$ cat config.mk
export PLATFORM = sky130hd
export DESIGN_NAME = adc_conversion_sequencer
export DESIGN_NICKNAME = d
export VERILOG_FILES = /design/src/pkg/conv_seq_pkg.sv /design/src/rtl/adc_conversion_sequencer.sv
export SDC_FILE = /design/constraint.sdc
export NUM_CORES = 1
export LEC_CHECK = 0
export CELL_PAD_IN_SITES_DETAIL_PLACEMENT = 0
export CELL_PAD_IN_SITES_GLOBAL_PLACEMENT = 1
export CORE_MARGIN = 3
export CORE_UTILIZATION = 37
export CTS_CLUSTER_DIAMETER = 100
export DETAILED_ROUTE_END_ITERATION = 16
export DONT_BUFFER_PORTS = 1
export PLACE_DENSITY = 0.66
export SYNTH_ARGS = -nofsm -noshare
export SYNTH_HDL_FRONTEND = slang
export SYNTH_SLANG_ARGS = --single-unit
$ cat constraint.sdc
create_clock -name clk_i -period 7.8 [get_ports clk_i]
set_clock_uncertainty 0.1 [all_clocks]
set_input_delay 0.78 -clock clk_i [delete_from_list [all_inputs] [get_ports clk_i]]
set_output_delay 0.78 -clock clk_i [all_outputs]
set_load 0.05 [all_outputs]
$ cat src/pkg/conv_seq_pkg.sv
package conv_seq_pkg;

	// ****************************************
	// Register map, byte addresses
	// ****************************************
	localparam logic [7:0] CTRL_MAIN_ADDR   = 8'h00;
	localparam logic [7:0] CTRL_SECOND_ADDR = 8'h04;
	localparam logic [7:0] CTRL_THIRD_ADDR  = 8'h08;
	localparam logic [7:0] RESULT_ADDR      = 8'h0C;
	localparam logic [7:0] CLEAR_ADDR       = 8'h10;

	// ****************************************
	// Main control fields
	// ****************************************
	localparam int EN_BIT    = 0;
	localparam int START_BIT = 1;
	localparam int CONT_BIT  = 2;
	localparam int CHOP_BIT  = 3;
	localparam int MUTE_BIT  = 4;
	localparam int SIGN_BIT  = 5;
	localparam int FLAG_BIT  = 6;
	localparam int REGON_BIT = 7;
	localparam int COREON_BIT = 8;

	// ****************************************
	// Second control fields
	// ****************************************
	localparam int ATTN_LSB  = 0;
	localparam int SMPL_LSB  = 4;
	localparam int STORE_LSB = 8;
	localparam int AVG_LSB   = 16;

	// ****************************************
	// Third control fields
	// ****************************************
	localparam int ENDEL_LSB = 0;
	localparam int INTV_LSB  = 8;

	// ****************************************
	// Reset values
	// ****************************************
	localparam logic [31:0] CTRL_MAIN_RST   = 32'h0000_0000;
	localparam logic [31:0] CTRL_SECOND_RST = 32'h0000_0100;
	localparam logic [31:0] CTRL_THIRD_RST  = 32'h0000_0040;

	// ****************************************
	// Timing
	// ****************************************
	localparam int CLK_KHZ       = 16000;
	localparam int ENDEL_UNIT    = 4;
	localparam int SMPL_UNIT     = 8;
	localparam int TICK_US       = 1024;
	localparam int TICK_CYCLES   = TICK_US * CLK_KHZ / 1000;

	typedef enum logic [1:0] {
		AXI_OKAY   = 2'b00,
		AXI_SLVERR = 2'b10
	} resp_type;

endpackage : conv_seq_pkg

$ cat src/rtl/adc_conversion_sequencer.sv
// How it works
// - Enable starts regulator, core after delay
// - Enable delay counts four-cycle units
// - Start write begins conversion, reads busy
// - Completion sets done flag, clears start unless continuous
// - Start while busy is ignored
// - Continuous mode relaunches after each conversion
// - Pause equals interval times 1.024 ms
// - Nonzero interval syncs to slow tick
// - Sampling lasts eight cycles per unit
// - Store delay zero selects handshake
// - Fixed store after delay plus one
// - Handshake result via two sync cycles
// - Average two-power-exponent samples
// - Result kept 16-bit left aligned
// - Chopper sums two opposite-sign conversions
// - Chopping alternates sign, minimum two
// - Attenuation field drives input scaling
// - Mute ties input to midscale
// - Sign bit inverts offset polarity
// - All counts on 16 MHz clock
// - Interrupt and DMA from completion
// - Clear-register write clears flag unless completion sets it that cycle
`timescale 1ns/1ps

module adc_conversion_sequencer #(
	parameter int TICK_CYCLES = conv_seq_pkg::TICK_CYCLES
) (
	input  wire logic        clk_i,
	input  wire logic        rstn_i,
	input  wire logic [7:0]  s_axi_awaddr_i,
	input  wire logic        s_axi_awvalid_i,
	output logic             s_axi_awready_o,
	input  wire logic [31:0] s_axi_wdata_i,
	input  wire logic [3:0]  s_axi_wstrb_i,
	input  wire logic        s_axi_wvalid_i,
	output logic             s_axi_wready_o,
	output logic [1:0]       s_axi_bresp_o,
	output logic             s_axi_bvalid_o,
	input  wire logic        s_axi_bready_i,
	input  wire logic [7:0]  s_axi_araddr_i,
	input  wire logic        s_axi_arvalid_i,
	output logic             s_axi_arready_o,
	output logic [31:0]      s_axi_rdata_o,
	output logic [1:0]       s_axi_rresp_o,
	output logic             s_axi_rvalid_o,
	input  wire logic        s_axi_rready_i,
	output logic             regulator_en_o,
	output logic             core_en_o,
	output logic             sample_o,
	output logic             convert_o,
	output logic             offset_sign_o,
	output logic [1:0]       attenuation_o,
	output logic             midscale_tie_o,
	input  wire logic        core_done_i,
	input  wire logic [9:0]  core_data_i,
	output logic             irq_o,
	output logic             dma_req_o
);

	if (TICK_CYCLES < 2 || TICK_CYCLES > 65535) begin : gen_tick_check
		$error("TICK_CYCLES out of range");
	end

	typedef enum logic [2:0] {
		ST_IDLE,
		ST_WAIT_TICK,
		ST_PAUSE,
		ST_SAMPLE,
		ST_CONVERT,
		ST_STORE
	} phase_type;

	typedef struct packed {
		logic        aw_got;
		logic        w_got;
		logic [7:0]  aw_addr;
		logic [31:0] w_data;
		logic [3:0]  w_strb;
		logic        bvalid;
		logic [1:0]  bresp;
		logic        rvalid;
		logic [31:0] rdata;
		logic [1:0]  rresp;
		logic [31:0] ctrl_main;
		logic [31:0] ctrl_second;
		logic [31:0] ctrl_third;
		logic        busy;
		logic        flag;
		logic        dma;
		logic        reg_on;
		logic        core_on;
		logic [9:0]  en_cnt;
		logic [1:0]  en_sub;
		logic [15:0] tick_cnt;
		logic        tick;
		logic [7:0]  intv_cnt;
		phase_type   phase;
		logic [10:0] ph_cnt;
		logic [7:0]  conv_left;
		logic        sign_alt;
		logic        sync1;
		logic        sync2;
		logic [9:0]  last_sample;
		logic [17:0] acc;
		logic [15:0] result;
		logic        started_once;
	} state_type;

	state_type s_r;
	state_type s_nxt;

	logic        wr_fire;
	logic [7:0]  smpl_time;
	logic [7:0]  store_del;
	logic [2:0]  avg_exp;
	logic [7:0]  intv;
	logic [7:0]  en_del;
	logic [7:0]  n_conv;
	logic [17:0] sum;
	logic [31:0] wmask;

	assign smpl_time = s_r.ctrl_second[conv_seq_pkg::SMPL_LSB +: 4] == 4'h0 ? 8'h01
	                 : {4'h0, s_r.ctrl_second[conv_seq_pkg::SMPL_LSB +: 4]};
	assign store_del = s_r.ctrl_second[conv_seq_pkg::STORE_LSB +: 8];
	assign avg_exp   = s_r.ctrl_second[conv_seq_pkg::AVG_LSB +: 3];
	assign intv      = s_r.ctrl_third[conv_seq_pkg::INTV_LSB +: 8];
	assign en_del    = s_r.ctrl_third[conv_seq_pkg::ENDEL_LSB +: 8];
	assign n_conv    = (s_r.ctrl_main[conv_seq_pkg::CHOP_BIT] && avg_exp == 3'h0) ? 8'h02
	                 : 8'((9'h001) << avg_exp);
	assign wr_fire   = s_r.aw_got && s_r.w_got && !s_r.bvalid;
	assign wmask     = {{8{s_r.w_strb[3]}}, {8{s_r.w_strb[2]}}, {8{s_r.w_strb[1]}}, {8{s_r.w_strb[0]}}};

	always_comb begin
		s_nxt = s_r;
		sum   = 18'h0_0000;
		s_nxt.tick = 1'b0;

		// ****************************************
		// AXI4-Lite slave
		// ****************************************
		if (s_axi_awvalid_i && !s_r.aw_got) begin
			s_nxt.aw_got  = 1'b1;
			s_nxt.aw_addr = s_axi_awaddr_i;
		end
		if (s_axi_wvalid_i && !s_r.w_got) begin
			s_nxt.w_got  = 1'b1;
			s_nxt.w_data = s_axi_wdata_i;
			s_nxt.w_strb = s_axi_wstrb_i;
		end
		if (s_r.bvalid && s_axi_bready_i) begin
			s_nxt.bvalid = 1'b0;
		end
		if (s_r.rvalid && s_axi_rready_i) begin
			s_nxt.rvalid = 1'b0;
		end
		if (s_axi_arvalid_i && !s_r.rvalid) begin
			s_nxt.rvalid = 1'b1;
			s_nxt.rresp  = conv_seq_pkg::AXI_OKAY;
			unique case (s_axi_araddr_i)
				conv_seq_pkg::CTRL_MAIN_ADDR: begin
					s_nxt.rdata = s_r.ctrl_main;
					s_nxt.rdata[conv_seq_pkg::START_BIT]  = s_r.busy;
					s_nxt.rdata[conv_seq_pkg::FLAG_BIT]   = s_r.flag;
					s_nxt.rdata[conv_seq_pkg::REGON_BIT]  = s_r.reg_on;
					s_nxt.rdata[conv_seq_pkg::COREON_BIT] = s_r.core_on;
				end
				conv_seq_pkg::CTRL_SECOND_ADDR: s_nxt.rdata = s_r.ctrl_second;
				conv_seq_pkg::CTRL_THIRD_ADDR:  s_nxt.rdata = s_r.ctrl_third;
				conv_seq_pkg::RESULT_ADDR:      s_nxt.rdata = {16'h0000, s_r.result};
				conv_seq_pkg::CLEAR_ADDR:       s_nxt.rdata = 32'h0000_0000;
				default: begin
					s_nxt.rdata = 32'h0000_0000;
					s_nxt.rresp = conv_seq_pkg::AXI_SLVERR;
				end
			endcase
		end

		// ****************************************
		// Slow delay clock
		// ****************************************
		if (s_r.tick_cnt == 16'(TICK_CYCLES - 1)) begin
			s_nxt.tick_cnt = 16'h0000;
			s_nxt.tick     = 1'b1;
		end else begin
			s_nxt.tick_cnt = s_r.tick_cnt + 16'h0001;
		end

		// ****************************************
		// Enable sequence
		// ****************************************
		// regulator then core
		if (!s_r.ctrl_main[conv_seq_pkg::EN_BIT]) begin
			s_nxt.reg_on  = 1'b0;
			s_nxt.core_on = 1'b0;
			s_nxt.en_cnt  = 10'h000;
			s_nxt.en_sub  = 2'h0;
		end else begin
			s_nxt.reg_on = 1'b1;
			if (s_r.reg_on && !s_r.core_on) begin
				s_nxt.en_sub = s_r.en_sub + 2'h1;
				if (s_r.en_sub == 2'(conv_seq_pkg::ENDEL_UNIT - 1)) begin
					s_nxt.en_cnt = s_r.en_cnt + 10'h001;
				end
				if (s_r.en_cnt >= {2'h0, en_del}) begin
					s_nxt.core_on = 1'b1;
				end
			end
		end

		// ****************************************
		// Conversion sequencer
		// ****************************************
		s_nxt.sync1 = core_done_i;
		s_nxt.sync2 = s_r.sync1;
		unique case (s_r.phase)
			ST_IDLE: begin
				if (s_r.busy && s_r.core_on) begin
					s_nxt.phase     = ST_SAMPLE;
					s_nxt.ph_cnt    = 11'h000;
					s_nxt.conv_left = n_conv;
					s_nxt.acc       = 18'h0_0000;
					s_nxt.sign_alt  = 1'b0;
				end
			end
			ST_WAIT_TICK: begin
				if (s_r.tick) begin
					s_nxt.phase    = ST_PAUSE;
					s_nxt.intv_cnt = intv;
				end
			end
			ST_PAUSE: begin
				if (s_r.tick) begin
					s_nxt.intv_cnt = s_r.intv_cnt - 8'h01;
					if (s_r.intv_cnt == 8'h01) begin
						s_nxt.phase     = ST_SAMPLE;
						s_nxt.ph_cnt    = 11'h000;
						s_nxt.conv_left = n_conv;
						s_nxt.acc       = 18'h0_0000;
						s_nxt.sign_alt  = 1'b0;
					end
				end
			end
			ST_SAMPLE: begin
				s_nxt.ph_cnt = s_r.ph_cnt + 11'h001;
				if (s_r.ph_cnt == 11'(smpl_time * conv_seq_pkg::SMPL_UNIT - 1)) begin
					s_nxt.phase  = ST_CONVERT;
					s_nxt.ph_cnt = 11'h000;
				end
			end
			ST_CONVERT: begin
				s_nxt.ph_cnt = s_r.ph_cnt + 11'h001;
				if (store_del == 8'h00) begin
					if (s_r.sync2) begin
						s_nxt.last_sample = core_data_i;
						s_nxt.phase       = ST_STORE;
					end
				end else if (s_r.ph_cnt == {3'h0, store_del}) begin
					if (s_r.sync2) begin
						s_nxt.last_sample = core_data_i;
					end
					s_nxt.phase = ST_STORE;
				end
			end
			ST_STORE: begin
				sum = s_r.acc + {8'h00, s_r.last_sample};
				s_nxt.acc       = sum;
				s_nxt.conv_left = s_r.conv_left - 8'h01;
				s_nxt.sign_alt  = ~s_r.sign_alt;
				if (s_r.conv_left != 8'h01) begin
					s_nxt.phase  = ST_SAMPLE;
					s_nxt.ph_cnt = 11'h000;
				end else begin
					s_nxt.result = 16'(({6'h00, sum} << 6)
					               >> (n_conv == 8'h01 ? 3'h0 : avg_exp == 3'h0 ? 3'h1 : avg_exp));
					s_nxt.dma    = 1'b1;
					s_nxt.flag   = 1'b1;
					if (s_r.ctrl_main[conv_seq_pkg::CONT_BIT] && s_r.core_on) begin
						if (intv == 8'h00) begin
							s_nxt.phase     = ST_SAMPLE;
							s_nxt.ph_cnt    = 11'h000;
							s_nxt.conv_left = n_conv;
							s_nxt.acc       = 18'h0_0000;
							s_nxt.sign_alt  = 1'b0;
						end else begin
							s_nxt.phase = ST_WAIT_TICK;
						end
					end else begin
						s_nxt.phase = ST_IDLE;
						s_nxt.busy  = 1'b0;
					end
				end
			end
		endcase
		if (!s_r.ctrl_main[conv_seq_pkg::EN_BIT]) begin
			s_nxt.phase = ST_IDLE;
			s_nxt.busy  = 1'b0;
		end

		if (s_r.dma) begin
			s_nxt.dma = 1'b0;
		end

		// ****************************************
		// Register writes
		// ****************************************
		if (wr_fire) begin
			s_nxt.aw_got = 1'b0;
			s_nxt.w_got  = 1'b0;
			s_nxt.bvalid = 1'b1;
			s_nxt.bresp  = conv_seq_pkg::AXI_OKAY;
			unique case (s_r.aw_addr)
				conv_seq_pkg::CTRL_MAIN_ADDR: begin
					s_nxt.ctrl_main = (s_r.ctrl_main & ~wmask) | (s_r.w_data & wmask & 32'h0000_003D);
					if (s_r.w_strb[0] && s_r.w_data[conv_seq_pkg::START_BIT] && !s_r.busy
					    && s_r.w_data[conv_seq_pkg::EN_BIT]) begin
						s_nxt.busy = 1'b1;
					end
				end
				conv_seq_pkg::CTRL_SECOND_ADDR: s_nxt.ctrl_second = (s_r.ctrl_second & ~wmask) | (s_r.w_data & wmask);
				conv_seq_pkg::CTRL_THIRD_ADDR:  s_nxt.ctrl_third  = (s_r.ctrl_third & ~wmask) | (s_r.w_data & wmask);
				conv_seq_pkg::RESULT_ADDR: begin
				end
				conv_seq_pkg::CLEAR_ADDR: begin
					if (!(s_r.phase == ST_STORE && s_r.conv_left == 8'h01)) begin
						s_nxt.flag = 1'b0;
					end
				end
				default: s_nxt.bresp = conv_seq_pkg::AXI_SLVERR;
			endcase
		end
	end

	always_ff @(posedge clk_i or negedge rstn_i) begin
		if (!rstn_i) begin
			s_r             <= '0;
			s_r.phase       <= ST_IDLE;
			s_r.ctrl_main   <= conv_seq_pkg::CTRL_MAIN_RST;
			s_r.ctrl_second <= conv_seq_pkg::CTRL_SECOND_RST;
			s_r.ctrl_third  <= conv_seq_pkg::CTRL_THIRD_RST;
		end else begin
			s_r <= s_nxt;
		end
	end

	// ****************************************
	// Outputs
	// ****************************************
	assign s_axi_awready_o = !s_r.aw_got;
	assign s_axi_wready_o  = !s_r.w_got;
	assign s_axi_bvalid_o  = s_r.bvalid;
	assign s_axi_bresp_o   = s_r.bresp;
	assign s_axi_arready_o = !s_r.rvalid;
	assign s_axi_rvalid_o  = s_r.rvalid;
	assign s_axi_rdata_o   = s_r.rdata;
	assign s_axi_rresp_o   = s_r.rresp;
	assign regulator_en_o  = s_r.reg_on;
	assign core_en_o       = s_r.core_on;
	assign sample_o        = s_r.phase == ST_SAMPLE;
	assign convert_o       = s_r.phase == ST_CONVERT;
	assign offset_sign_o   = s_r.ctrl_main[conv_seq_pkg::SIGN_BIT]
	                       ^ (s_r.ctrl_main[conv_seq_pkg::CHOP_BIT] & s_r.sign_alt);
	assign attenuation_o   = s_r.ctrl_second[conv_seq_pkg::ATTN_LSB +: 2];
	assign midscale_tie_o  = s_r.ctrl_main[conv_seq_pkg::MUTE_BIT];
	assign irq_o           = s_r.flag;
	assign dma_req_o       = s_r.dma;

endmodule : adc_conversion_sequencer

==> Word-level counts from Yosys, hierarchy flattened <==
Cells that the tools add are included.
{ "word_totals": {"output_inout_bits": 51, "register_bits": 291, "wordCells": 203} }
{ "op_classes": {"n_addsub": 8, "shift": 2, "n_bitwise": 12, "reduce_logical": 51, "eq_ne": 38, "mux": 59, "n_lt_le_gt_ge": 1} }
{ "op_table": {"columns": ["operator", "n"], "rows": [
  ["$and 32x32->32", 4],
  ["$pmux 32 s4", 1],
  ["$mux 18", 5],
  ["$or 32x32->32", 2],
  ["$pmux 11 s5", 1],
  ["$pmux 18 s3", 1],
  ["$mux 23", 2],
  ["$mux 10", 4],
  ["$mux 20", 2],
  ["$mux 35", 1],
  ["$mux 34", 1],
  ["$eq 8x4->1 const B", 4],
  ["$logic_not 8->1", 4],
  ["$not 32->32", 1],
  ["$or 32x6->32", 1],
  ["$mux 31", 1],
  ["$mux 14", 2],
  ["$mux 3", 9],
  ["$pmux 9 s3", 1],
  ["$mux 13", 2],
  ["$eq 8x1->1 const B", 3],
  ["$shr 24x3->16", 1],
  ["$add 18x10->18", 1],
  ["$ne 3x3->1 const B", 6],
  ["48 further kinds", 111]
]} }

==> Logic depth before layout (Yosys ltp) <==
{ "logic_depth": {"word_depth": 8, "ltp_mapped": 11, "ltp_nobuf": 10} }

==> Worst setup path after synthesis <==
Ideal clock, no wire load.
{ "synth_path": {"path_type": "register to register", "from": "register s_r[69] (netlist name)", "to": "register s_r[35] (netlist name)", "path_buffers": 1, "required_ns": 7.575, "stages_incl_launch_ff": 6, "slack_ns": 4.629, "setup_time_ns": 0.125, "synth_period_minus_slack_ns": 3.171, "arrival_time_ns": 2.946, "cell_sequence": "dfrtp_1 clkbuf_1 inv_1 nor3_1 nand3_1 mux2_2"} }
{ "synth_via": {"elab_chain_len": 2} }
{ "synth_rtl": {"columns": ["item", "line", "source"], "rows": [
  ["start: declaration", "adc_conversion_sequencer.sv:110", "state_type s_r;"],
  ["start signal: assignment", "adc_conversion_sequencer.sv:342", "s_r <= s_nxt;"],
  ["$eq 3x3->1", null, null],
  ["via convert_o", "adc_conversion_sequencer.sv:51", "output logic convert_o,"],
  ["$reduce_and 2->1 (no source line)", null, null]
]} }
The timed path passes the listed nets, and every way through them passes these cells.
A chain may end at the register's enable or synchronous reset.

==> Worst setup path after layout <==
{ "layout_path": {"from": "register s_r[17] (netlist name)", "to": "register s_r[15] (netlist name)"} }
{ "layout_via": {"elab_chain_len": 2} }
{ "layout_rtl": {"columns": ["item", "line", "source"], "rows": [
  ["$add 18x10->18", "adc_conversion_sequencer.sv:266", "sum = s_r.acc + {8'h00, s_r.last_sample};"],
  ["$shr 24x3->16", "adc_conversion_sequencer.sv:274", "s_nxt.result = 16'(({6'h00, sum} << 6)"]
]} }
No other way between the ends.

==> flow_metrics.py <==
metrics = {
    "run_status": {
        "outcome": "finished, final reports clean",
    },
    "critical_path": {
        "crit_family": "compound AO/OA/AOI/OAI gates",
        "cp-start-kind": "flop",
        "cp_cell_sequence": "ha_1 > fa_1 > a21o_1 > a221oi_2 > o21bai_2 > xnor2_1 > nor2_1 > o32ai_1 > o21ai_0 > a21o_1",
        "worstPathRequired_ns": 8.12,
        "path_class": "reg -> reg",
        "cp_data_arrival_time_ns": 3.36,
        "slowest_stage": "fa_1",
        "cp_slowest_stage_delay_ns": 0.40,
        "cp_max_fo": 6,
        "worstSetupPathDepth": 10,
        "rr_worst_depth": 10,
        "crit_buf_inv": 0,
        "cpMostUsedCell": "a21o_1",
        "worst_setup_path_end_kind": "flop",
    },
    "power": {
        "pwr-share-comb": 0.134,
        "p_per_area_nw_per_um2": 261,
        "p_leak_nw": 7.13,
        "swShare": 0.281,
        "internal_power_mw": 2.92,
        "p_sw_mw": 1.14,
        "power_frac_seq": 0.463,
        "p_clk_frac": 0.403,
        "peakVddDrop_v": 0.000148,
    },
    "die": {
        "dieArea_um2": 40600,
        "io_pins": 121,
        "start_util": 0.381,
        "core-area_um2": 37100,
        "fp.dieW_um": 201,
        "die_height_um": 201,
        "row_count": 70,
    },
    "synth": {
        "ys_seq_elements": 284,
        "avgSynthCellArea_um2": 10.7,
        "synth_cell_types": 68,
        "synth_common_cells": "dfrtp_1, mux2_2, nand2_1, nor2_1, o21ai_0",
        "synth-edff-count": 0,
        "syn-cell-area_um2": 14100,
        "synth_area_leaders": "dfrtp_1, mux2_2, mux2i_1",
        "yosysSeqAreaShare": 0.503,
        "synthCells": 1325,
        "synth_most_common_cell": "dfrtp_1",
        "yosysWarnings": 0,
        "yosys_most_used_dff": "dfrtp_1",
        "synth_top_area_cell": "dfrtp_1",
        "synth-async-reset-ratio": 1.00,
        "synth_top_area_share": 0.499,
    },
    "sta": {
        "hold_viol_final": 0,
        "period_share": 0.390,
        "setup_violations": 0,
        "fin_setup_tns_ns": 0,
        "min_period_ns": 3.04,
        "finalMaxSlewViolations": 0,
        "fmaxAchievable_mhz": 328,
        "slew-limit-headroom": 0.290,
        "rsz0062_at_grt": "false",
        "worstMarginPinSlew_ns": 1.06,
    },
    "clock_tree": {
        "tritoncts": "built",
        "cts.sinks": 284,
        "clk_latency_ns": 0.53,
        "ctsLongestPathBuffers": 3,
        "cts_made_buffers": 35,
        "cts_max_level": 2,
        "post_cts_buffers": 0,
        "clk_pin_slew_ns": 0.06,
        "cts-root-buf": "clkbuf_16",
    },
    "layout": {
        "syn2layout_area_growth_pct": 10.2,
        "nFillCells": 3600,
        "stdcell_count": 1806,
        "antenna_cells": 0,
        "nets": 1375,
        "drive_gt1_frac": 0.171,
    },
    "worst_hold_path": {
        "min_path_type": "in -> async",
    },
    "global_route": {
        "first_global_vias": 9733,
        "grt_use_total": 0.178,
        "grt_overflow": 0,
        "antenna_found_initial": 2,
        "grt_pass1_wl_mm": 57.1,
        "grt_max_degree": 284,
    },
    "drt": {
        "drtIter0Drc": 668,
        "detail_route.first_pass.iterations": 6,
        "vias": 9647,
        "postRouteAntennaNets": 0,
        "wl_per_cell_um": 19.9,
        "wirelength_mm": 35.9,
        "post-route-drc-count": 0,
        "viasPerCell": 5.34,
    },
    "placed_design": {
        "io_buffers": 0,
        "gp_congestion": 0.836,
        "hpwl_mm": 24.5,
        "dp_cells": 1741,
    },
    "run": {
        "drv_cap": 0,
    },
}
==> metrics by stage <==
| step | total power, mW | hold slack (ns) | area (um2) | setup slack [ns] | util |
|---|---|---|---|---|---|
| after floorplan | 2.26 | 0.231 | 14100 | 4.63 | - |
| after global placement | 2.41 | 0.235 | 14300 | 4.85 | 0.386 |
| after detailed placement | 2.42 | 0.241 | 14300 | 4.82 | 0.386 |
| after CTS | 4.12 | 0.137 | 15500 | 4.81 | 0.418 |
| after global routing | 4.26 | 0.0982 | 15600 | 4.54 | 0.419 |
| final | 4.06 | 0.0807 | 15600 | 4.76 | 0.419 |
==> timing repair <==
| item | 4_1_cts | 5_1_grt |
|---|---|---|
| gates resized for setup | 0 | 0 |
| hold buffers | 2 | 0 |
| endpoints found under the setup margin | 0 | 0 |
| endpoints found under the hold margin | 283 | 0 |
==> power by group through the flow <==
stage	Clock [mW]	Sequential, mW	Combinational, mW
final	1.63	1.88	0.544
after floorplan	0	1.81	0.453
after global routing	1.74	1.91	0.602
after detailed placement	0	1.91	0.516
after CTS	1.69	1.88	0.551
after global placement	0	1.90	0.508
==> cell families (layout without fill, tap and decap cells) <==
logic type      Yosys count  after routing  synth area share
simple gates            385            385             0.135
flops                   284            284             0.503
compound gates          266            266             0.122
mux                     174            174             0.135
buf+inv                 133            109            0.0458
xor+xnor                 54             54            0.0335
fa+ha+maj                28             28            0.0253
other cells               1              2          0.000265
==> cell usage in the layout, fill, tap and decap left out, types with 29 or more instances in the layout <==
| cell | count |
|---|---|
| o21ai_0 | 82 |
| nand3_1 | 35 |
| a21oi_1 | 60 |
| clkbuf_16 | 37 |
| mux2i_1 | 45 |
| xnor2_1 | 29 |
| nand2_1 | 105 |
| nor2_1 | 97 |
| and2_1 | 39 |
| mux2_2 | 125 |
| inv_1 | 34 |
| dfrtp_1 | 282 |
==> per-layer routing <==
| layer | up-vias | GRT usage | share of wire |
|---|---|---|---|
| li1 | 4581 | - | - |
| met1 | 4782 | 0.244 | 0.46 |
| met2 | 214 | 0.281 | 0.46 |
| met3 | 66 | 0.0408 | 0.053 |
| met4 | 4 | 0.0571 | 0.029 |
| met5 | - | 0 | 0.00059 |
==> worst paths after layout <==
path,startpoint,endpoint,slack (ns)
worst max-delay path,s_r[17],s_r[15],4.76
worst min-delay path,rstn_i,s_r[103],0.08
worst max register to register,s_r[17],s_r[15],4.76
worst min register to register,s_nxt[45],s_r[45],0.26
max in group asynchronous,rstn_i,s_r[291],6.20
min in group clk_i,core_done_i,s_nxt[45],0.17
==> worst register-to-register path, cell delays in order (launching register included) <==
cell	delay, ns
dfrtp_1	0.38
ha_1	0.24
fa_1	0.40
a21o_1	0.21
a221oi_2	0.33
o21bai_2	0.19
xnor2_1	0.38
nor2_1	0.07
o32ai_1	0.32
o21ai_0	0.13
a21o_1	0.19
==> layout make-up <==
class	count	area, um2	share of cell area
multi-input combinational	909	6400	0.411
timing repair buffer	13	140	0.00900
clock inverter	12	114	0.00731
inverter	34	128	0.00820
clock buffer	50	1040	0.0671
sequential	284	7110	0.457
tap	504	631	0.0405
Power figures use the tool's default switching activity.
